--- config.mk ---
export PLATFORM = sky130hd
export DESIGN_NAME = adc_timing_format_control
export DESIGN_NICKNAME = d
export VERILOG_FILES = /design/src/adc_ctl_pkg.sv /design/src/adc_timing_format_control.sv /design/src/conv_clock_divider.sv /design/src/result_formatter.sv
export VERILOG_INCLUDE_DIRS = /design/src /design/src/src
export SDC_FILE = /design/constraint.sdc
export NUM_CORES = 1
export LEC_CHECK = 0
export ABC_CLOCK_PERIOD_IN_PS = 2400
export BUFFER_PORTS_ARGS = -buffer_cell sky130_fd_sc_hd__buf_2
export CAP_MARGIN = 20
export CELL_PAD_IN_SITES_DETAIL_PLACEMENT = 1
export CELL_PAD_IN_SITES_GLOBAL_PLACEMENT = 1
export CORE_MARGIN = 4
export CORE_UTILIZATION = 44
export DETAILED_ROUTE_END_ITERATION = 12
export GPL_ROUTABILITY_DRIVEN = 0
export PLACE_DENSITY = 0.91
export SLEW_MARGIN = 20
export SYNTH_ARGS = -nofsm -noshare
export SYNTH_HDL_FRONTEND = slang
export SYNTH_SLANG_ARGS = --single-unit
--- constraint.sdc ---
create_clock -name aclk -period 2.4 [get_ports aclk]
set_input_delay 0.72 -clock aclk [delete_from_list [all_inputs] [get_ports aclk]]
set_output_delay 0.72 -clock aclk [all_outputs]
set_load 0.02 [all_outputs]
--- src/adc_ctl_map.svh ---
// register offsets, field positions, reset values and timing counts
`ifndef ADC_CTL_MAP_SVH
`define ADC_CTL_MAP_SVH

`define ADR_W          6
`define OFS_TIMING     6'h00
`define OFS_SEQ        6'h04
`define OFS_STATUS     6'h08
`define OFS_CCF        6'h0c
`define OFS_RES_BASE   6'h20

`define TIM_LOWRES_BIT 7
`define TIM_SMP_HI     6
`define TIM_SMP_LO     5
`define TIM_PRS_HI     4
`define TIM_PRS_LO     0
`define TIM_RESET      8'h05

`define SEQ_RJ_BIT     7
`define SEQ_SGN_BIT    6
`define SEQ_SCAN_BIT   5
`define SEQ_RESET      8'h00

`define STA_SCF_BIT    7
`define STA_TRIGGER_OVERRUN_FLAG_BIT  5

`define PH1_TICKS      5'd2
`define PH2_BASE       5'd2
`define RESP_OKAY      2'b00
`define RESP_SLVERR    2'b10

`endif

--- src/adc_ctl_pkg.sv ---
// types shared by the converter control block and its helpers
package adc_ctl_pkg;

  typedef enum logic [1:0] {
    ST_IDLE    = 2'b00,
    ST_SAMPLE1 = 2'b01,
    ST_SAMPLE2 = 2'b10,
    ST_CONVERT = 2'b11
  } seq_state_t;

  // signals driven towards the analog core
  typedef struct packed {
    logic       conv_tick;
    logic       sample_first;
    logic       sample_second;
    logic       converting;
    logic       abort;
    logic       low_res;
    logic [2:0] slot;
  } core_ctrl_t;

  // answer from the analog core; raw is left aligned in 10 bits
  typedef struct packed {
    logic       done;
    logic [9:0] raw;
  } core_result_t;

endpackage

--- src/adc_timing_format_control.sv ---
// converter timing and result format control with axi4-lite registers
`timescale 1ns/1ps
`include "adc_ctl_map.svh"

////////////////////////////////////////////////////////////////////////////////
// Overview of operation
// - timing register write aborts, no restart
// - resolution bit set gives 8-bit results
// - first sample phase lasts two conversion clocks
// - sample code picks 2,4,8,16 second-phase clocks
// - conversion clock is bus over 2*(prescaler+1)
// - prescaler resets to five, divide by twelve
// - sequence register write aborts and restarts
// - justify bit set gives right justification
// - sign bit gives offset two's complement left
// - right justified results are always unsigned
// - 8-bit left bits 15:8, right 7:0
// - 10-bit left bits 15:6, right 9:0
// - scan bit repeats sequences, else single
// - sequence write clears complete flags
// - timing write clears trigger overrun flag
module adc_timing_format_control import adc_ctl_pkg::*; #(
  parameter int SEQ_LEN = 4
) (
  input  wire logic               aclk,
  input  wire logic               aresetn,
  input  wire logic [`ADR_W-1:0]  s_axi_awaddr,
  input  wire logic               s_axi_awvalid,
  output logic                    s_axi_awready,
  input  wire logic [31:0]        s_axi_wdata,
  input  wire logic [3:0]         s_axi_wstrb,
  input  wire logic               s_axi_wvalid,
  output logic                    s_axi_wready,
  output logic [1:0]              s_axi_bresp,
  output logic                    s_axi_bvalid,
  input  wire logic               s_axi_bready,
  input  wire logic [`ADR_W-1:0]  s_axi_araddr,
  input  wire logic               s_axi_arvalid,
  output logic                    s_axi_arready,
  output logic [31:0]             s_axi_rdata,
  output logic [1:0]              s_axi_rresp,
  output logic                    s_axi_rvalid,
  input  wire logic               s_axi_rready,
  input  wire logic               trigger_overrun_event,
  input  wire core_result_t       core_res,
  output core_ctrl_t              core_ctl
);
  typedef struct packed {
    logic [7:0]        timing;
    logic [7:0]        seqctl;
    logic              sequence_complete_flag;
    logic              trigger_overrun_flag;
    logic [7:0]        ccf;
    logic [2:0]        idx;
    seq_state_t        st;
    logic [4:0]        ph;
    logic              abort;
    logic              aw_got;
    logic [`ADR_W-1:0] awaddr;
    logic              w_got;
    logic [7:0]        wdata;
    logic              wstb;
    logic              bvalid;
    logic [1:0]        bresp;
    logic              rvalid;
    logic [31:0]       rdata;
    logic [1:0]        rresp;
    logic [7:0][15:0]  res;
  } ctl_state_t;

  ctl_state_t s_ff;
  ctl_state_t nxt_s;
  logic        tick;
  logic        do_wr;
  logic        tim_wr;
  logic        seq_wr;
  logic        sta_wr;
  logic [4:0]  ph2_len;
  logic [15:0] fmt_word;
  logic [2:0]  last_idx;

  // any aligned word in the map, results included
  function automatic logic is_mapped(input logic [`ADR_W-1:0] a);
    is_mapped = (a[1:0] == 2'b00) &&
                (a == `OFS_TIMING || a == `OFS_SEQ || a == `OFS_STATUS ||
                 a == `OFS_CCF || a >= `OFS_RES_BASE);
  endfunction

  ////////////////////////////////////////////////////////////////////////////
  // helpers

  conv_clock_divider #(
    .PRS_W (5)
  ) u_div (
    .aclk    (aclk),
    .aresetn (aresetn),
    .clock_divider_value     (s_ff.timing[`TIM_PRS_HI:`TIM_PRS_LO]),
    .restart (tim_wr || seq_wr),
    .tick    (tick)
  );

  result_formatter u_fmt (
    .raw                  (core_res.raw),
    .low_res              (s_ff.timing[`TIM_LOWRES_BIT]),
    .right_justify_select (s_ff.seqctl[`SEQ_RJ_BIT]),
    .signed_result_select (s_ff.seqctl[`SEQ_SGN_BIT]),
    .word                 (fmt_word)
  );

  ////////////////////////////////////////////////////////////////////////////
  // bus handshakes and write decode

  assign s_axi_awready = !s_ff.aw_got && !s_ff.bvalid;
  assign s_axi_wready  = !s_ff.w_got && !s_ff.bvalid;
  assign s_axi_arready = !s_ff.rvalid;
  assign s_axi_bvalid  = s_ff.bvalid;
  assign s_axi_bresp   = s_ff.bresp;
  assign s_axi_rvalid  = s_ff.rvalid;
  assign s_axi_rdata   = s_ff.rdata;
  assign s_axi_rresp   = s_ff.rresp;

  // register bits sit in byte lane 0, so only wstrb[0] matters
  assign do_wr  = s_ff.aw_got && s_ff.w_got && !s_ff.bvalid;
  assign tim_wr = do_wr && s_ff.wstb && s_ff.awaddr == `OFS_TIMING;
  assign seq_wr = do_wr && s_ff.wstb && s_ff.awaddr == `OFS_SEQ;
  assign sta_wr = do_wr && s_ff.wstb && s_ff.awaddr == `OFS_STATUS;

  // second phase is 2 << code: 2, 4, 8, 16 conversion clocks
  assign ph2_len  = `PH2_BASE << s_ff.timing[`TIM_SMP_HI:`TIM_SMP_LO];
  assign last_idx = 3'(SEQ_LEN - 1);

  assign core_ctl.conv_tick     = tick;
  assign core_ctl.sample_first  = s_ff.st == ST_SAMPLE1;
  assign core_ctl.sample_second = s_ff.st == ST_SAMPLE2;
  assign core_ctl.converting    = s_ff.st == ST_CONVERT;
  assign core_ctl.abort         = s_ff.abort;
  assign core_ctl.low_res       = s_ff.timing[`TIM_LOWRES_BIT];
  assign core_ctl.slot          = s_ff.idx;

  ////////////////////////////////////////////////////////////////////////////
  // next state

  always_comb begin
    nxt_s       = s_ff;
    nxt_s.abort = tim_wr || seq_wr;
    // write channels are accepted in either order
    if (s_axi_awvalid && s_axi_awready) begin
      nxt_s.aw_got = 1'b1;
      nxt_s.awaddr = s_axi_awaddr;
    end
    if (s_axi_wvalid && s_axi_wready) begin
      nxt_s.w_got = 1'b1;
      nxt_s.wdata = s_axi_wdata[7:0];
      nxt_s.wstb  = s_axi_wstrb[0];
    end
    if (do_wr) begin
      nxt_s.aw_got = 1'b0;
      nxt_s.w_got  = 1'b0;
      nxt_s.bvalid = 1'b1;
      nxt_s.bresp  = is_mapped(s_ff.awaddr) ? `RESP_OKAY : `RESP_SLVERR;
    end else if (s_ff.bvalid && s_axi_bready) begin
      nxt_s.bvalid = 1'b0;
    end
    // reads answer one cycle after the address is taken
    if (s_axi_arvalid && s_axi_arready) begin
      nxt_s.rvalid = 1'b1;
      nxt_s.rresp  = is_mapped(s_axi_araddr) ? `RESP_OKAY : `RESP_SLVERR;
      nxt_s.rdata  = 32'h0000_0000;
      if (s_axi_araddr == `OFS_TIMING) begin
        nxt_s.rdata[7:0] = s_ff.timing;
      end else if (s_axi_araddr == `OFS_SEQ) begin
        nxt_s.rdata[7:0] = s_ff.seqctl;
      end else if (s_axi_araddr == `OFS_STATUS) begin
        nxt_s.rdata[`STA_SCF_BIT]   = s_ff.sequence_complete_flag;
        nxt_s.rdata[`STA_TRIGGER_OVERRUN_FLAG_BIT] = s_ff.trigger_overrun_flag;
        nxt_s.rdata[2:0]            = s_ff.idx;
      end else if (s_axi_araddr == `OFS_CCF) begin
        nxt_s.rdata[7:0] = s_ff.ccf;
      end else if (is_mapped(s_axi_araddr)) begin
        nxt_s.rdata[15:0] = s_ff.res[s_axi_araddr[4:2]];
      end
    end else if (s_ff.rvalid && s_axi_rready) begin
      nxt_s.rvalid = 1'b0;
    end
    // status flags clear on writing one
    if (sta_wr) begin
      if (s_ff.wdata[`STA_SCF_BIT]) begin
        nxt_s.sequence_complete_flag = 1'b0;
      end
      if (s_ff.wdata[`STA_TRIGGER_OVERRUN_FLAG_BIT]) begin
        nxt_s.trigger_overrun_flag = 1'b0;
      end
    end
    // sample and conversion sequencer
    unique case (s_ff.st)
      ST_IDLE: begin
        nxt_s.ph = 5'd0;
      end
      ST_SAMPLE1: begin
        if (tick) begin
          if (s_ff.ph == `PH1_TICKS - 5'd1) begin
            nxt_s.st = ST_SAMPLE2;
            nxt_s.ph = 5'd0;
          end else begin
            nxt_s.ph = s_ff.ph + 5'd1;
          end
        end
      end
      ST_SAMPLE2: begin
        if (tick) begin
          if (s_ff.ph == ph2_len - 5'd1) begin
            nxt_s.st = ST_CONVERT;
            nxt_s.ph = 5'd0;
          end else begin
            nxt_s.ph = s_ff.ph + 5'd1;
          end
        end
      end
      ST_CONVERT: begin
        if (core_res.done) begin
          nxt_s.res[s_ff.idx] = fmt_word;
          nxt_s.ccf[s_ff.idx] = 1'b1;
          if (s_ff.idx == last_idx) begin
            nxt_s.sequence_complete_flag = 1'b1;
            nxt_s.idx = 3'd0;
            // scan runs sequences back to back
            nxt_s.st  = s_ff.seqctl[`SEQ_SCAN_BIT] ? ST_SAMPLE1 : ST_IDLE;
          end else begin
            nxt_s.idx = s_ff.idx + 3'd1;
            nxt_s.st  = ST_SAMPLE1;
          end
        end
      end
    endcase
    // register writes win over the sequencer state; only a sequence write also overrides its flag sets
    if (tim_wr) begin
      nxt_s.timing = s_ff.wdata;
      nxt_s.st     = ST_IDLE;
      nxt_s.ph     = 5'd0;
      nxt_s.idx    = 3'd0;
      nxt_s.trigger_overrun_flag  = 1'b0;
    end
    if (seq_wr) begin
      nxt_s.seqctl = s_ff.wdata;
      nxt_s.st     = ST_SAMPLE1;
      nxt_s.ph     = 5'd0;
      nxt_s.idx    = 3'd0;
      nxt_s.sequence_complete_flag    = 1'b0;
      nxt_s.ccf    = 8'h00;
      nxt_s.trigger_overrun_flag  = 1'b0;
    end
    // an overrun arriving with its clear is kept
    if (trigger_overrun_event) begin
      nxt_s.trigger_overrun_flag = 1'b1;
    end
  end

  ////////////////////////////////////////////////////////////////////////////
  // state register

  always_ff @(posedge aclk) begin
    if (!aresetn) begin
      s_ff        <= '0;
      s_ff.timing <= `TIM_RESET;
      s_ff.seqctl <= `SEQ_RESET;
      s_ff.st     <= ST_IDLE;
    end else begin
      s_ff <= nxt_s;
    end
  end

  ////////////////////////////////////////////////////////////////////////////
  // checks

  property p_tim_abort;
    @(posedge aclk) disable iff (!aresetn)
      tim_wr && !seq_wr |=> s_ff.st == ST_IDLE && s_ff.abort;
  endproperty
  a_tim_abort: assert property (p_tim_abort) else $error("timing write did not abort");

  property p_seq_restart;
    @(posedge aclk) disable iff (!aresetn)
      seq_wr |=> s_ff.st == ST_SAMPLE1 && s_ff.idx == 3'd0 && s_ff.ph == 5'd0;
  endproperty
  a_seq_restart: assert property (p_seq_restart) else $error("sequence did not restart");

  property p_seq_clear;
    @(posedge aclk) disable iff (!aresetn)
      seq_wr |=> s_ff.sequence_complete_flag == 1'b0 && s_ff.ccf == 8'h00;
  endproperty
  a_seq_clear: assert property (p_seq_clear) else $error("complete flags not cleared");

  property p_trigger_overrun_flag_clear;
    @(posedge aclk) disable iff (!aresetn)
      tim_wr && !trigger_overrun_event |=> !s_ff.trigger_overrun_flag;
  endproperty
  a_trigger_overrun_flag_clear: assert property (p_trigger_overrun_flag_clear) else $error("overrun not cleared");

  property p_phase1;
    @(posedge aclk) disable iff (!aresetn)
      $rose(core_ctl.sample_second) |->
        $past(s_ff.ph) == `PH1_TICKS - 5'd1 && $past(s_ff.st) == ST_SAMPLE1;
  endproperty
  a_phase1: assert property (p_phase1) else $error("first phase length wrong");

  property p_phase2;
    @(posedge aclk) disable iff (!aresetn)
      s_ff.st == ST_SAMPLE2 && !tick && !do_wr |=> s_ff.st == ST_SAMPLE2;
  endproperty
  a_phase2: assert property (p_phase2) else $error("second phase left early");

  property p_phase2_end;
    @(posedge aclk) disable iff (!aresetn)
      s_ff.st == ST_SAMPLE2 && tick && s_ff.ph == ph2_len - 5'd1 && !do_wr
        |=> s_ff.st == ST_CONVERT;
  endproperty
  a_phase2_end: assert property (p_phase2_end) else $error("second phase overran");

  property p_prs_reset;
    @(posedge aclk) disable iff (!aresetn)
      !$past(aresetn) |-> s_ff.timing == `TIM_RESET;
  endproperty
  a_prs_reset: assert property (p_prs_reset) else $error("prescaler reset value wrong");

  property p_single;
    @(posedge aclk) disable iff (!aresetn)
      s_ff.st == ST_CONVERT && core_res.done && s_ff.idx == last_idx && !do_wr
        |=> s_ff.sequence_complete_flag && s_ff.st == (s_ff.seqctl[`SEQ_SCAN_BIT] ? ST_SAMPLE1 : ST_IDLE);
  endproperty
  a_single: assert property (p_single) else $error("sequence end wrong");

  property p_right_unsigned;
    @(posedge aclk) disable iff (!aresetn)
      s_ff.seqctl[`SEQ_RJ_BIT] |->
        fmt_word[15:10] == 6'h00 && (!core_ctl.low_res || fmt_word[9:8] == 2'b00);
  endproperty
  a_right_unsigned: assert property (p_right_unsigned) else $error("right form bits wrong");

  property p_left8;
    @(posedge aclk) disable iff (!aresetn)
      core_ctl.low_res && !s_ff.seqctl[`SEQ_RJ_BIT] |->
        fmt_word[7:0] == 8'h00 &&
        fmt_word[15:8] == (core_res.raw[9:2] ^ {s_ff.seqctl[`SEQ_SGN_BIT], 7'h00});
  endproperty
  a_left8: assert property (p_left8) else $error("8-bit left form wrong");

  c_scan_loop: cover property (@(posedge aclk) disable iff (!aresetn)
    s_ff.sequence_complete_flag && s_ff.st == ST_SAMPLE1 && s_ff.seqctl[`SEQ_SCAN_BIT]);
  c_abort_run: cover property (@(posedge aclk) disable iff (!aresetn)
    tim_wr && s_ff.st == ST_CONVERT);
  c_done_single: cover property (@(posedge aclk) disable iff (!aresetn)
    s_ff.sequence_complete_flag && s_ff.st == ST_IDLE);
endmodule

--- src/conv_clock_divider.sv ---
// conversion clock enable: bus clock divided by 2*(prescaler+1)
`timescale 1ns/1ps
`include "adc_ctl_map.svh"
module conv_clock_divider import adc_ctl_pkg::*; #(
  parameter int PRS_W = 5
) (
  input  wire logic             aclk,
  input  wire logic             aresetn,
  input  wire logic [PRS_W-1:0] clock_divider_value,
  input  wire logic             restart,
  output logic                  tick
);
  typedef struct packed {
    logic [PRS_W:0] cnt;
    logic [7:0]     gap;
  } div_state_t;

  div_state_t s_ff;
  div_state_t nxt_s;
  logic [PRS_W:0] lim;

  // limit is 2*prs+1 so one tick every 2*(prs+1) clocks
  assign lim  = {clock_divider_value, 1'b1};
  assign tick = (s_ff.cnt == lim) && !restart;

  always_comb begin
    nxt_s = s_ff;
    if (restart || s_ff.cnt == lim) begin
      nxt_s.cnt = '0;
    end else begin
      nxt_s.cnt = s_ff.cnt + 1'b1;
    end
    // gap only feeds the period check
    nxt_s.gap = (tick || restart) ? 8'h01 : s_ff.gap + 8'h01;
  end

  // gap starts at one so the first period after reset measures like any other
  always_ff @(posedge aclk) begin
    if (!aresetn) begin
      s_ff.cnt <= '0;
      s_ff.gap <= 8'h01;
    end else begin
      s_ff <= nxt_s;
    end
  end

  property p_div_period;
    @(posedge aclk) disable iff (!aresetn)
      tick && !$past(restart) && $past(clock_divider_value) == clock_divider_value |-> s_ff.gap == 8'(lim) + 8'h01;
  endproperty
  a_div_period: assert property (p_div_period) else $error("divider period wrong");
endmodule

--- src/result_formatter.sv ---
// justification and sign formatting of one conversion result
`timescale 1ns/1ps
module result_formatter import adc_ctl_pkg::*; (
  input  wire logic [9:0]  raw,
  input  wire logic        low_res,
  input  wire logic        right_justify_select,
  input  wire logic        signed_result_select,
  output logic [15:0]      word
);
  logic sgn;

  // signed only exists in left justified form
  assign sgn = signed_result_select && !right_justify_select;

  always_comb begin
    word = 16'h0000; // unused bits read zero
    if (low_res) begin
      if (right_justify_select) begin
        word[7:0] = raw[9:2];
      end else begin
        word[15:8] = {raw[9] ^ sgn, raw[8:2]};
      end
    end else begin
      if (right_justify_select) begin
        word[9:0] = raw;
      end else begin
        word[15:6] = {raw[9] ^ sgn, raw[8:0]};
      end
    end
  end
endmodule

==> results of run 1 <==
registers in the layout, indices dropped and copies added, names as in the netlist:
| signal | flops |
|---|---|
| s_ff | 177 |
| s_axi_bresp | 1 |
| s_axi_rresp | 1 |
| core_ctl | 5 |
| u_div.s_ff | 6 |
| s_axi_bvalid | 1 |
| s_axi_rdata | 16 |
| s_axi_rvalid | 1 |
cells in the final DEF (no fill, tap or decap), types with 23 or more instances in the layout:
| master | count |
|---|---|
| buf_2 | 71 |
| clkbuf_16 | 23 |
| dfxtp_1 | 208 |
| nand2_1 | 248 |
| mux2i_1 | 31 |
| buf_4 | 45 |
| mux4_2 | 32 |
| a211oi_1 | 40 |
| nor2_1 | 102 |
| a21oi_1 | 148 |
worst paths after layout:
kind	startpoint	to	cells after the start
worst max-delay path	s_ff[181]$_SDFFE_PN0P_	core_ctl[8]	4
worst min-delay path	s_axi_rready	s_axi_rvalid$_SDFFE_PN0P_	2
worst max register to register	s_ff[181]$_SDFFE_PN0P_	s_ff[187]$_SDFFE_PP0P_	6
worst min register to register	s_ff[90]$_SDFFE_PN0P_	s_ff[90]$_SDFFE_PN0P_	2
power by group through the flow:
stage | Combinational [mW] | Clock (mW) | Sequential [mW]
after floorplan | 0.374 | 0 | 3.60
after global placement | 0.503 | 0 | 3.61
after detailed placement | 0.520 | 0 | 3.62
after CTS | 0.527 | 3.66 | 3.54
after global routing | 0.574 | 3.79 | 3.54
final | 0.531 | 3.60 | 3.54
cells by family (layout without fill, tap and decap cells):
| logic type | after synthesis | in the layout | share of synthesized area |
|---|---|---|---|
| mux | 65 | 65 | 0.112 |
| fa+ha+maj | 9 | 9 | 0.0119 |
| buf+inv | 137 | 175 | 0.0727 |
| flops | 208 | 208 | 0.441 |
| compound gates | 251 | 251 | 0.158 |
| xor+xnor | 13 | 13 | 0.0121 |
| other cells | 1 | 18 | 0.000397 |
| simple gates | 433 | 433 | 0.193 |
final cells by class:
type / count / area (um2) / share of cell area
well taps: 275 / 344 / 0.0317
flip-flops and latches: 208 / 4160 / 0.384
multi-input cells: 789 / 4700 / 0.433
clock inverters: 9 / 123 / 0.0113
inverters: 13 / 51.3 / 0.00473
repair buffers: 123 / 833 / 0.0768
clock buffers: 30 / 632 / 0.0582
per-stage QoR:
stage	setup TNS (ps)	hold slack [ps]	power, mW	cells	utilization
3_3_place_gp	-2900	439	4.11	1406	0.477
4_1_cts	-271	392	7.72	1446	0.514
2_1_floorplan	0	432	3.98	1134	-
6_report	-279	403	7.68	1447	0.515
3_5_place_dp	-3360	447	4.14	1406	0.477
5_1_grt	-343	402	7.91	1447	0.515
repair_timing:
action,4_1_cts,5_1_grt
gates resized for setup,2,0
setup endpoints to repair,1,1
pin swaps,1,1
cloned,0,0
buffers inserted,1,1
critical path: cells and delay by family, from the launching register on:
family	cells	cell delay [ps]
DFF	1	330
buffers and inverters	1	170
and+or+nand+nor	3	950
layer usage:
layer,up-vias,wire (um),global-route usage
li1,3845,-,-
met1,4242,12300,0.311
met2,347,15200,0.441
met3,102,2150,0.0470
met4,0,1100,0.101
met5,-,0,0.00414
==> results by group, run 1 <==
Clock network
  – Hold buffers post-CTS: 0
  – Latest clock arrival within the worst-skew pair: 510 ps
  – Clock sinks: 208
  – Root Buffer Master: clkbuf_16
  – H-tree Lvls: 1
  – Clock slew at reported path FFs: 60 ps
  – Clock buffer count from CTS: 23
  – Clock buffer depth: 3
  – TritonCTS clock tree: done

Detailed routing
  – Drt first pass iters: 5
  – Routed Antenna Nets: 0
  – Initial DRC count: 676
  – Avg WL per Cell: 21.3 um
  – Post-route DRC: 0
  – Final wirelength: 30800 um
  – Vias/cell: 5.90
  – Total number of vias: 8536

Global routing
  – Largest net degree at the start of global routing: 80
  – First-pass GRT wire length: 49000 um
  – Number of antenna violations at the first check in global routing: 0
  – Vias in the first global route: 9099
  – GRT overflow: 0
  – Gr usage total: 0.254

Cells and area
  – Diode count: 0
  – Final instance area: 10900 um2
  – Layout cell share with drive strength beyond 1: 0.178
  – Nets@finish: 1234
  – Fill count: 2514
  – Area grow syn2layout: 14.8%

Power
  – Pwr dens: 707 nW/um2
  – Leak pwr: 3.91 nW
  – Clock network power share: 0.469
  – Internal: 5.85 mW
  – Sequential share of power: 0.461
  – Comb power frac: 0.069
  – Peak VDD IR: 541 uV
  – Sw Pwr: 1.83 mW
  – Net Sw Frac: 0.238

Outcome
  – Failing checks: negative setup slack
  – Status: finished with violations

Timing
  – Worst-Margin Slew: 798 ps
  – Unrepaired setup endpoints after global routing: yes
  – Setup ws final: -279 ps
  – Min Tclk post-route: 2680 ps
  – Achievable Freq: 0.373 GHz
  – Final setup fails: 1
  – Hold Fails Final Rpt: 0
  – Final Skew: 11.3 ps
  – Tcrit/Tclk final: 1.12
  – Max-slew violations: 0
  – Rel. slew slack: 0.467

Placed design
  – PortBufs: 71
  – DP HPWL: 19300 um
  – DP Worst Slack: -275 ps
  – DP Area: 10100 um2

Yosys
  – Most frequent cell after synthesis: nand2_1
  – Synth cell count leaders: 248 x nand2_1, 208 x dfxtp_1, 148 x a21oi_1
  – Synth top area share: 0.441
  – Post-synthesis sequential area ratio: 0.441
  – Mapped Cells: 1117
  – Most area-hungry cell type in the Yosys netlist: dfxtp_1
  – Synth area leaders: dfxtp_1 44%, nand2_1 9.9%, a21oi_1 7.8%
  – Async set-or-reset flop fraction in the synthesized netlist: 0
  – Number of synthesized flops with an enable pin: 0
  – Flops & latches, synth: 208
  – Synth cell types: 49
  – Syn_area_per_cell: 8.46 um2
  – Synth Warn #: 0
  – Post-Syn Area: 9450 um2
  – Most used DFF post-synth: dfxtp_1

Floorplanning
  – Rows: 53
  – Initial Util: 0.448
  – Area of the die: 23900 um2
  – Die W: 155 um
  – Ports: 117
  – CORE AREA: 21100 um2
  – Die H: 155 um

Critical path
  – Crit path launch type: flop
  – R2R setup slack: 80 ps
  – Worst-path cell chain: or4b_4 -> nor4_4 -> nor2_1 -> buf_2
  – Slowest CP cell: or4b_4
  – Worst setup EP type: primary output
  – Delay of the slowest critical-path stage: 570 ps
  – WS Path Type: flop to primary output
  – CP arrival: 1960 ps
  – Worst endpoint required time: 1680 ps
  – Worst Path Max Fanout: 3

Run
  – Max-Cap Viols: 0

Hold path
  – HP Class: primary input to flop
Power figures use the tool's default switching activity.
==> run 2: changes to the inputs <==
- PLACE_DENSITY: 0.91 -> not set
- PLACE_DENSITY_LB_ADDON: not set -> 0.1
- TNS_END_PERCENT: not set -> 30
==> run 2 against run 1 <==
- the flow still finishes with violations (negative setup slack)
- largest cell class unchanged
- critical endpoint unchanged
- routed wire length down 7.1%
- final area increased by 1.2%
- utilization rose by 0.62 points
- clock power shrank 5%
- hold slack worse by 5.0 ps
- largest power group is now registers
- fmax increased by 3.1%
==> results by group, run 2 (synthesis results as in run 1) <==
Outcome
  – Status: finished with violations (unchanged)
  – Failing checks: negative setup slack (unchanged)

Critical path
  – R2R setup slack: 30 ps (was 80 ps)
  – Worst setup EP type: primary output (unchanged)
  – CP arrival: 1880 ps (was 1960 ps)
  – Reg2Reg Capture Point: s_ff[188]$_SDFFE_PP0P_ (was s_ff[187]$_SDFFE_PP0P_)
  – CP delay by family, top: simple AND/OR/NAND/NOR gates (unchanged)
  – Worst Path Max Fanout: 3 (unchanged)
  – R2R Path Start: s_ff[177]$_SDFFE_PN0P_ (was s_ff[181]$_SDFFE_PN0P_)
  – Path depth of the worst reg2reg path: 7 (was 6)
  – Slowest CP cell: or4b_4 (unchanged)
  – WP depth: 5 (was 4)
  – Worst endpoint required time: 1680 ps (about the same)
  – Crit path launch type: flop (unchanged)
  – Delay of the slowest critical-path stage: 560 ps (was 570 ps)
  – WS Path Type: flop to primary output (unchanged)
  – Worst-path cell chain: or4b_4 -> nor4_4 -> buf_4 -> nor2_2 -> buf_6 (was or4b_4 -> nor4_4 -> nor2_1 -> buf_2)
  – Buf+Inv Stages, Crit Path: 2 (was 1)

Clock network
  – Clock buffer depth: 3 (unchanged)
  – Latest clock arrival within the worst-skew pair: 510 ps (about the same)
  – Clock buffer count from CTS: 24 (was 23)
  – Clock slew at reported path FFs: 60 ps (about the same)
  – Root Buffer Master: clkbuf_16 (unchanged)
  – Hold buffers post-CTS: 0 (unchanged)
  – H-tree Lvls: 1 (unchanged)
  – TritonCTS clock tree: done (unchanged)
  – Clock sinks: 208 (unchanged)

Timing
  – Final setup fails: 1 (unchanged)
  – WHS: 398 ps (was 403 ps)
  – Rel. slew slack: 0.462 (was 0.467)
  – Max-slew violations: 0 (unchanged)
  – Final Skew: 13.0 ps (was 11.3 ps)
  – Min Tclk post-route: 2600 ps (was 2680 ps)
  – Tcrit/Tclk final: 1.08 (was 1.12)
  – Achievable Freq: 0.385 GHz (was 0.373 GHz)
  – Hold Fails Final Rpt: 0 (unchanged)
  – Worst-Margin Slew: 806 ps (was 798 ps)
  – Setup ws final: -199 ps (was -279 ps)
  – Unrepaired setup endpoints after global routing: yes (unchanged)

Hold path
  – Worst Hold Path EP: s_axi_rvalid$_SDFFE_PN0P_ (unchanged)
  – HP Class: primary input to flop (unchanged)
  – Hold Crit Start: s_axi_rready (unchanged)
  – Hold Crit Depth: 2 (unchanged)

Cells and area
  – Most frequent cells in the layout: 248 x nand2_1, 203 x dfxtp_1, 148 x a21oi_1 (was 248 x nand2_1, 208 x dfxtp_1, 148 x a21oi_1)
  – Nets@finish: 1248 (was 1234)
  – Layout cell share with drive strength beyond 1: 0.193 (was 0.178)
  – Non-filler cells, final: 1463 (was 1447)
  – Diode count: 0 (unchanged)
  – Max FFs per register: 177 (unchanged)
  – Final instance area: 11000 um2 (was 10900 um2)
  – Most common cell after layout, fill and taps aside: nand2_1 (unchanged)
  – Area grow syn2layout: 16.2% (was 14.8%)
  – Fill count: 2502 (was 2514)
  – Biggest register: s_ff (unchanged)

Power
  – Leak pwr: 3.97 nW (was 3.91 nW)
  – Peak VDD IR: 420 uV (was 541 uV)
  – Pwr dens: 683 nW/um2 (was 707 nW/um2)

Global routing
  – GRT overflow: 0 (unchanged)
  – Met3 usage in global routing: 0.0294 (was 0.0470)
  – First-pass GRT wire length: 45900 um (was 49000 um)
  – Largest net degree at the start of global routing: 144 (was 80)
  – Gr usage total: 0.238 (was 0.254)
  – Vias in the first global route: 8119 (was 9099)
  – Grt met2 use: 0.380 (was 0.441)
  – Met1 usage: 0.352 (was 0.311)
  – Number of antenna violations at the first check in global routing: 0 (unchanged)
  – Top Usage Layer GRT: met2 (unchanged)

Placed design
  – DP Area: 10200 um2 (was 10100 um2)
  – DP Worst Slack: -329 ps (was -275 ps)
  – DP HPWL: 18700 um (was 19300 um)
  – Inst Count DP: 1419 (was 1406)
  – PortBufs: 71 (unchanged)

Run
  – Max-Cap Viols: 0 (unchanged)

Detailed routing
  – Initial DRC count: 429 (was 676)
  – Final wirelength: 28600 um (was 30800 um)
  – Routed Antenna Nets: 0 (unchanged)
  – Avg WL per Cell: 19.5 um (was 21.3 um)
  – Total number of vias: 8052 (was 8536)
  – Vias/cell: 5.50 (was 5.90)
  – Post-route DRC: 0 (unchanged)
  – Drt first pass iters: 5 (unchanged)

Floorplanning
  – Initial Util: 0.448 (unchanged)
  – CORE AREA: 21100 um2 (unchanged)
  – Rows: 53 (unchanged)
  – Ports: 117 (unchanged)
  – Die W: 155 um (unchanged)
  – Area of the die: 23900 um2 (unchanged)
  – Die H: 155 um (unchanged)
## run 2: cell types whose count changed in the layout (fill, tap and decap cells not counted), moves of 2 or more
| cell | previous run | this run |
|---|---|---|
| nor2_2 | 2 | 4 |
| nor2_1 | 102 | 100 |
| clkbuf_1 | 4 | 8 |
| buf_4 | 45 | 55 |
| dfxtp_2 | 0 | 5 |
| bufinv_16 | 3 | 0 |
| dfxtp_1 | 208 | 203 |
| clkbuf_16 | 23 | 25 |
| buf_12 | 7 | 10 |
## run 2: worst max-delay path by stage
stage | from | endpoint | slack, ps
final | s_ff[177]$_SDFFE_PN0P_ | core_ctl[8] | -200
after global routing | s_ff[177]$_SDFFE_PN0P_ | core_ctl[8] | -260
after CTS | s_ff[181]$_SDFFE_PN0P_ | core_ctl[8] | -260
after detailed placement | s_axi_araddr[2] | s_axi_rdata[9]$_SDFFE_PN0P_ | -330
after global placement | s_axi_araddr[2] | s_axi_rdata[10]$_SDFFE_PN0P_ | -310
after floorplan | s_ff[181]$_SDFFE_PN0P_ | core_ctl[8] | 120
## run 2: cell type report
type / count / area [um2] / area share
Clock buffer: 36 / 697 / 0.0635
Clock inverter: 6 / 32.5 / 0.00296
Inverter: 13 / 51.3 / 0.00467
Multi-Input combinational cell: 789 / 4710 / 0.429
Sequential cell: 208 / 4170 / 0.380
Tap cell: 275 / 344 / 0.0313
Timing Repair Buffer: 136 / 975 / 0.0888
## run 2: metrics by stage
step	power (mW)	TNS [ps]	util
final	7.50	-199	0.521
after global routing	7.78	-386	0.521
after CTS	7.57	-258	0.519
after detailed placement	4.14	-3290	0.484
after global placement	4.13	-3060	0.484
after floorplan	3.98	0	-
## run 2: what timing repair did
action,CTS,global route
pin swaps,0,4
resized for setup,1,11
hold endpoints to repair,0,0
setup buffers,1,1
gates cloned,0,0
setup endpoints to repair,1,2
## run 2: power breakdown
group	internal, mW	total, mW	switching [mW]
registers	3.50	3.54	0.0467
clock network	2.00	3.43	1.44
logic	0.190	0.526	0.336
total	5.68	7.50	1.82
## run 2: per-layer routing
| metal | wire, um | vias up |
|---|---|---|
| met5 | 0 | - |
| met4 | 473 | 0 |
| met3 | 1100 | 33 |
| met2 | 13100 | 152 |
| met1 | 13900 | 3986 |
| li1 | - | 3881 |
==> run 3: changes to the inputs <==
- CORE_MARGIN: 4 -> not set
- SYNTH_HIERARCHICAL: not set -> 1
==> run 3 against run 2 <==
- flip-flop and latch count unchanged
- cell count decreased by 1.1%
- global-route usage increased by 1.1 points
- sequential power about the same
- the flow still finishes with violations (negative setup slack)
- total power increased by 2.4%
- area after synthesis increased by 3.8%
- setup slack improved by 87 ps
- critical endpoint unchanged
- combinational power increased by 26%
- clock power about the same
- hold slack got worse by 5.7 ps
==> results by group, run 3 <==
Outcome
  – Status: finished with violations (unchanged)
  – Failing checks: negative setup slack (unchanged)

Floorplanning
  – Area of the die: 22900 um2 (was 23900 um2)
  – CORE AREA: 21800 um2 (was 21100 um2)
  – Die H: 151 um (was 155 um)
  – Ports: 117 (unchanged)
  – Die W: 151 um (was 155 um)
  – Rows: 54 (was 53)
  – Initial Util: 0.449 (was 0.448)

Yosys
  – Synth cell count leaders: 229 x nand2_1, 208 x dfxtp_1, 132 x a21oi_1 (was 248 x nand2_1, 208 x dfxtp_1, 148 x a21oi_1)
  – Mapped Cells: 1109 (was 1117)
  – Most area-hungry cell type in the Yosys netlist: dfxtp_1 (unchanged)
  – Synth top area share: 0.424 (was 0.441)
  – Post-Syn Area: 9810 um2 (was 9450 um2)
  – Post-synthesis sequential area ratio: 0.424 (was 0.441)
  – Most frequent cell after synthesis: nand2_1 (unchanged)
  – Largest family of logic cells by synthesized area: simple AND/OR/NAND/NOR gates (unchanged)
  – Flops & latches, synth: 208 (unchanged)
  – Multiplexer area fraction after synthesis: 0.161 (was 0.112)
  – Synth cell types: 68 (was 49)
  – Complex-gate fraction of the synthesized area: 0.122 (was 0.158)
  – Number of synthesized flops with an enable pin: 0 (unchanged)
  – Synth Warn #: 6 (was 0)
  – Synth Area in XOR/XNOR: 0.00804 (was 0.0121)
  – Most used DFF post-synth: dfxtp_1 (unchanged)
  – Synth area leaders: dfxtp_1 42%, nand2_1 8.8%, mux2i_1 8.4% (was dfxtp_1 44%, nand2_1 9.9%, a21oi_1 7.8%)
  – Async set-or-reset flop fraction in the synthesized netlist: 0 (unchanged)
  – Adder-cell area share of the yosys netlist: 0.0115 (was 0.0119)
  – Syn_area_per_cell: 8.85 um2 (was 8.46 um2)
  – Simple-gate portion of the synthesized area: 0.192 (was 0.193)

Critical path
  – Slowest CP cell: dfxtp_2 (was or4b_4)
  – R2R setup slack: 200 ps (was 30 ps)
  – Path depth of the worst reg2reg path: 9 (was 7)
  – CP arrival: 1790 ps (was 1880 ps)
  – R2R Path Start: s_ff[182]$_SDFFE_PP0P_ (was s_ff[177]$_SDFFE_PN0P_)
  – Worst endpoint required time: 1680 ps (about the same)
  – Worst setup EP type: primary output (unchanged)
  – WS Path Type: flop to primary output (unchanged)
  – Delay of the slowest critical-path stage: 330 ps (was 560 ps)
  – Worst-path cell chain: nor4_4 -> and4b_1 -> and3b_2 -> buf_6 (was or4b_4 -> nor4_4 -> buf_4 -> nor2_2 -> buf_6)
  – Reg2Reg Capture Point: s_ff[184]$_SDFFE_PP0P_ (was s_ff[188]$_SDFFE_PP0P_)
  – Crit path launch type: flop (unchanged)
  – Worst Path Max Fanout: 2 (was 3)

Clock network
  – Clock buffer depth: 3 (unchanged)
  – H-tree Lvls: 1 (unchanged)
  – Root Buffer Master: clkbuf_16 (unchanged)
  – Clock buffer count from CTS: 24 (unchanged)
  – Clock slew at reported path FFs: 60 ps (about the same)
  – Latest clock arrival within the worst-skew pair: 520 ps (was 510 ps)
  – Clock sinks: 208 (unchanged)
  – TritonCTS clock tree: done (unchanged)

Timing
  – Min Tclk post-route: 2510 ps (was 2600 ps)
  – Max-slew violations: 0 (unchanged)
  – Setup ws final: -113 ps (was -199 ps)
  – Setup TNS: -113 ps (was -199 ps)
  – Final setup fails: 1 (unchanged)
  – Final Skew: 12.1 ps (was 13.0 ps)
  – Tcrit/Tclk final: 1.05 (was 1.08)
  – Hold Fails Final Rpt: 0 (unchanged)
  – Achievable Freq: 0.398 GHz (was 0.385 GHz)
  – Worst-Margin Slew: 889 ps (was 806 ps)
  – Unrepaired setup endpoints after global routing: yes (unchanged)
  – Rel. slew slack: 0.401 (was 0.462)
  – WHS: 393 ps (was 398 ps)

Hold path
  – Hold Crit Depth: 2 (unchanged)
  – HP Class: primary input to flop (unchanged)
  – Worst Hold Path EP: s_axi_rvalid$_SDFFE_PN0P_ (unchanged)
  – Hold Crit Start: s_axi_rready (unchanged)

Power
  – Peak VDD IR: 611 uV (was 420 uV)
  – Leak pwr: 4.09 nW (was 3.97 nW)
  – Overall power: 7.68 mW (was 7.50 mW)
  – Pwr dens: 689 nW/um2 (was 683 nW/um2)

Global routing
  – First-pass GRT wire length: 43700 um (was 45900 um)
  – Number of antenna violations at the first check in global routing: 0 (unchanged)
  – Vias in the first global route: 7920 (was 8119)
  – GRT overflow: 0 (unchanged)
  – Gr usage total: 0.250 (was 0.238)
  – Largest net degree at the start of global routing: 73 (was 144)

Detailed routing
  – Routed Antenna Nets: 0 (unchanged)
  – Total number of vias: 7843 (was 8052)
  – Vias/cell: 5.42 (was 5.50)
  – Avg WL per Cell: 19.3 um (was 19.5 um)
  – Drt first pass iters: 4 (was 5)
  – Final wirelength: 27900 um (was 28600 um)
  – Post-route DRC: 0 (unchanged)
  – Initial DRC count: 373 (was 429)

Cells and area
  – Nets@finish: 1227 (was 1248)
  – Max FFs per register: 177 (unchanged)
  – Area grow syn2layout: 13.7% (was 16.2%)
  – Biggest register: s_ff (unchanged)
  – Final core occ: 0.511 (was 0.521)
  – Diode count: 0 (unchanged)
  – Layout cell share with drive strength beyond 1: 0.201 (was 0.193)
  – Most common cell after layout, fill and taps aside: nand2_1 (unchanged)
  – Most frequent cells in the layout: 229 x nand2_1, 204 x dfxtp_1, 132 x a21oi_1 (was 248 x nand2_1, 203 x dfxtp_1, 148 x a21oi_1)

Placed design
  – DP HPWL: 18600 um (was 18700 um)
  – PortBufs: 71 (unchanged)
  – DP Worst Slack: 7.77 ps (was -329 ps)

Run
  – Max-Cap Viols: 0 (unchanged)
run 3: cell types whose count changed in the layout (fill, tap and decap cells not counted), sizes merged, moves of 5 or more:
cell | before | now
a211oi | 40 | 11
a21oi | 148 | 133
and3 | 7 | 2
buf | 136 | 127
mux2i | 31 | 82
nand2 | 248 | 231
nand3 | 18 | 24
nor2 | 104 | 91
nor2b | 17 | 7
o21a | 8 | 13
o21ai | 23 | 18
or3 | 0 | 5
run 3: report_power, final:
group          switching [mW]  leakage [nW]  internal (mW)
registers              0.0568          1.68           3.50
clock network            1.44         0.369           2.02
logic                   0.416          2.04          0.245
run 3: cells by family (layout without fill, tap and decap cells):
kind of cell    Yosys count  after routing
simple gates            419            419
flops                   208            208
compound gates          204            204
buf+inv                 142            183
mux                     117            117
fa+ha+maj                 9              9
xor+xnor                  9              9
other cells               1             18
run 3: critical path, delay by kind of cell, from the launching register on:
family,cells,cell delay (ps)
buffers and inverters,1,130
DFF,1,330
and+or+nand+nor,3,820
run 3: worst max path at each step:
stage	start	to	slack (ps)
floorplan	s_axi_bvalid$_SDFFE_PN0P_	s_ff[184]$_SDFFE_PP0P_	50
global placement	s_axi_araddr[3]	s_axi_rdata[1]$_SDFFE_PN0P_	10
detailed placement	s_axi_araddr[3]	s_axi_rdata[1]$_SDFFE_PN0P_	8
CTS	s_ff[180]$_SDFFE_PN0P_	core_ctl[8]	-160
global route	s_ff[181]$_SDFFE_PN0P_	core_ctl[8]	-180
finish	s_ff[181]$_SDFFE_PN0P_	core_ctl[8]	-110
run 3: per-layer routing:
metal / routed length (um) / vias up / GRT usage / share of wire
met4: 517 / 0 / 0.0585 / 0.019
met2: 13200 / 122 / 0.421 / 0.47
met1: 13200 / 3869 / 0.340 / 0.47
li1: - / 3815 / - / -
met5: 0 / - / 0 / 0
met3: 1070 / 37 / 0.0289 / 0.038
run 3: through the flow:
| step | cell area [um2] | std cells |
|---|---|---|
| final | 11200 | 1447 |
| after global routing | 11200 | 1447 |
| after CTS | 11100 | 1447 |
| after detailed placement | 10400 | 1404 |
| after global placement | 10400 | 1404 |
| after floorplan | 9870 | 1126 |
run 3: repair_timing:
item                                    CTS  global route
resized for setup                         8             2
setup buffers                             1             0
pin swaps                                 2             2
endpoints found under the setup margin    1             1
hold buffers                              0             0
run 3: area by class of cell:
| cell class | instances | area, um2 |
|---|---|---|
| fill | 2587 | 10700 |
| clock inverter | 6 | 30.0 |
| inverter | 14 | 55.1 |
| multi-input combinational | 776 | 4940 |
| sequential | 208 | 4170 |
| clock buffer | 36 | 707 |
| timing repair buffer | 127 | 895 |
| tap | 280 | 350 |
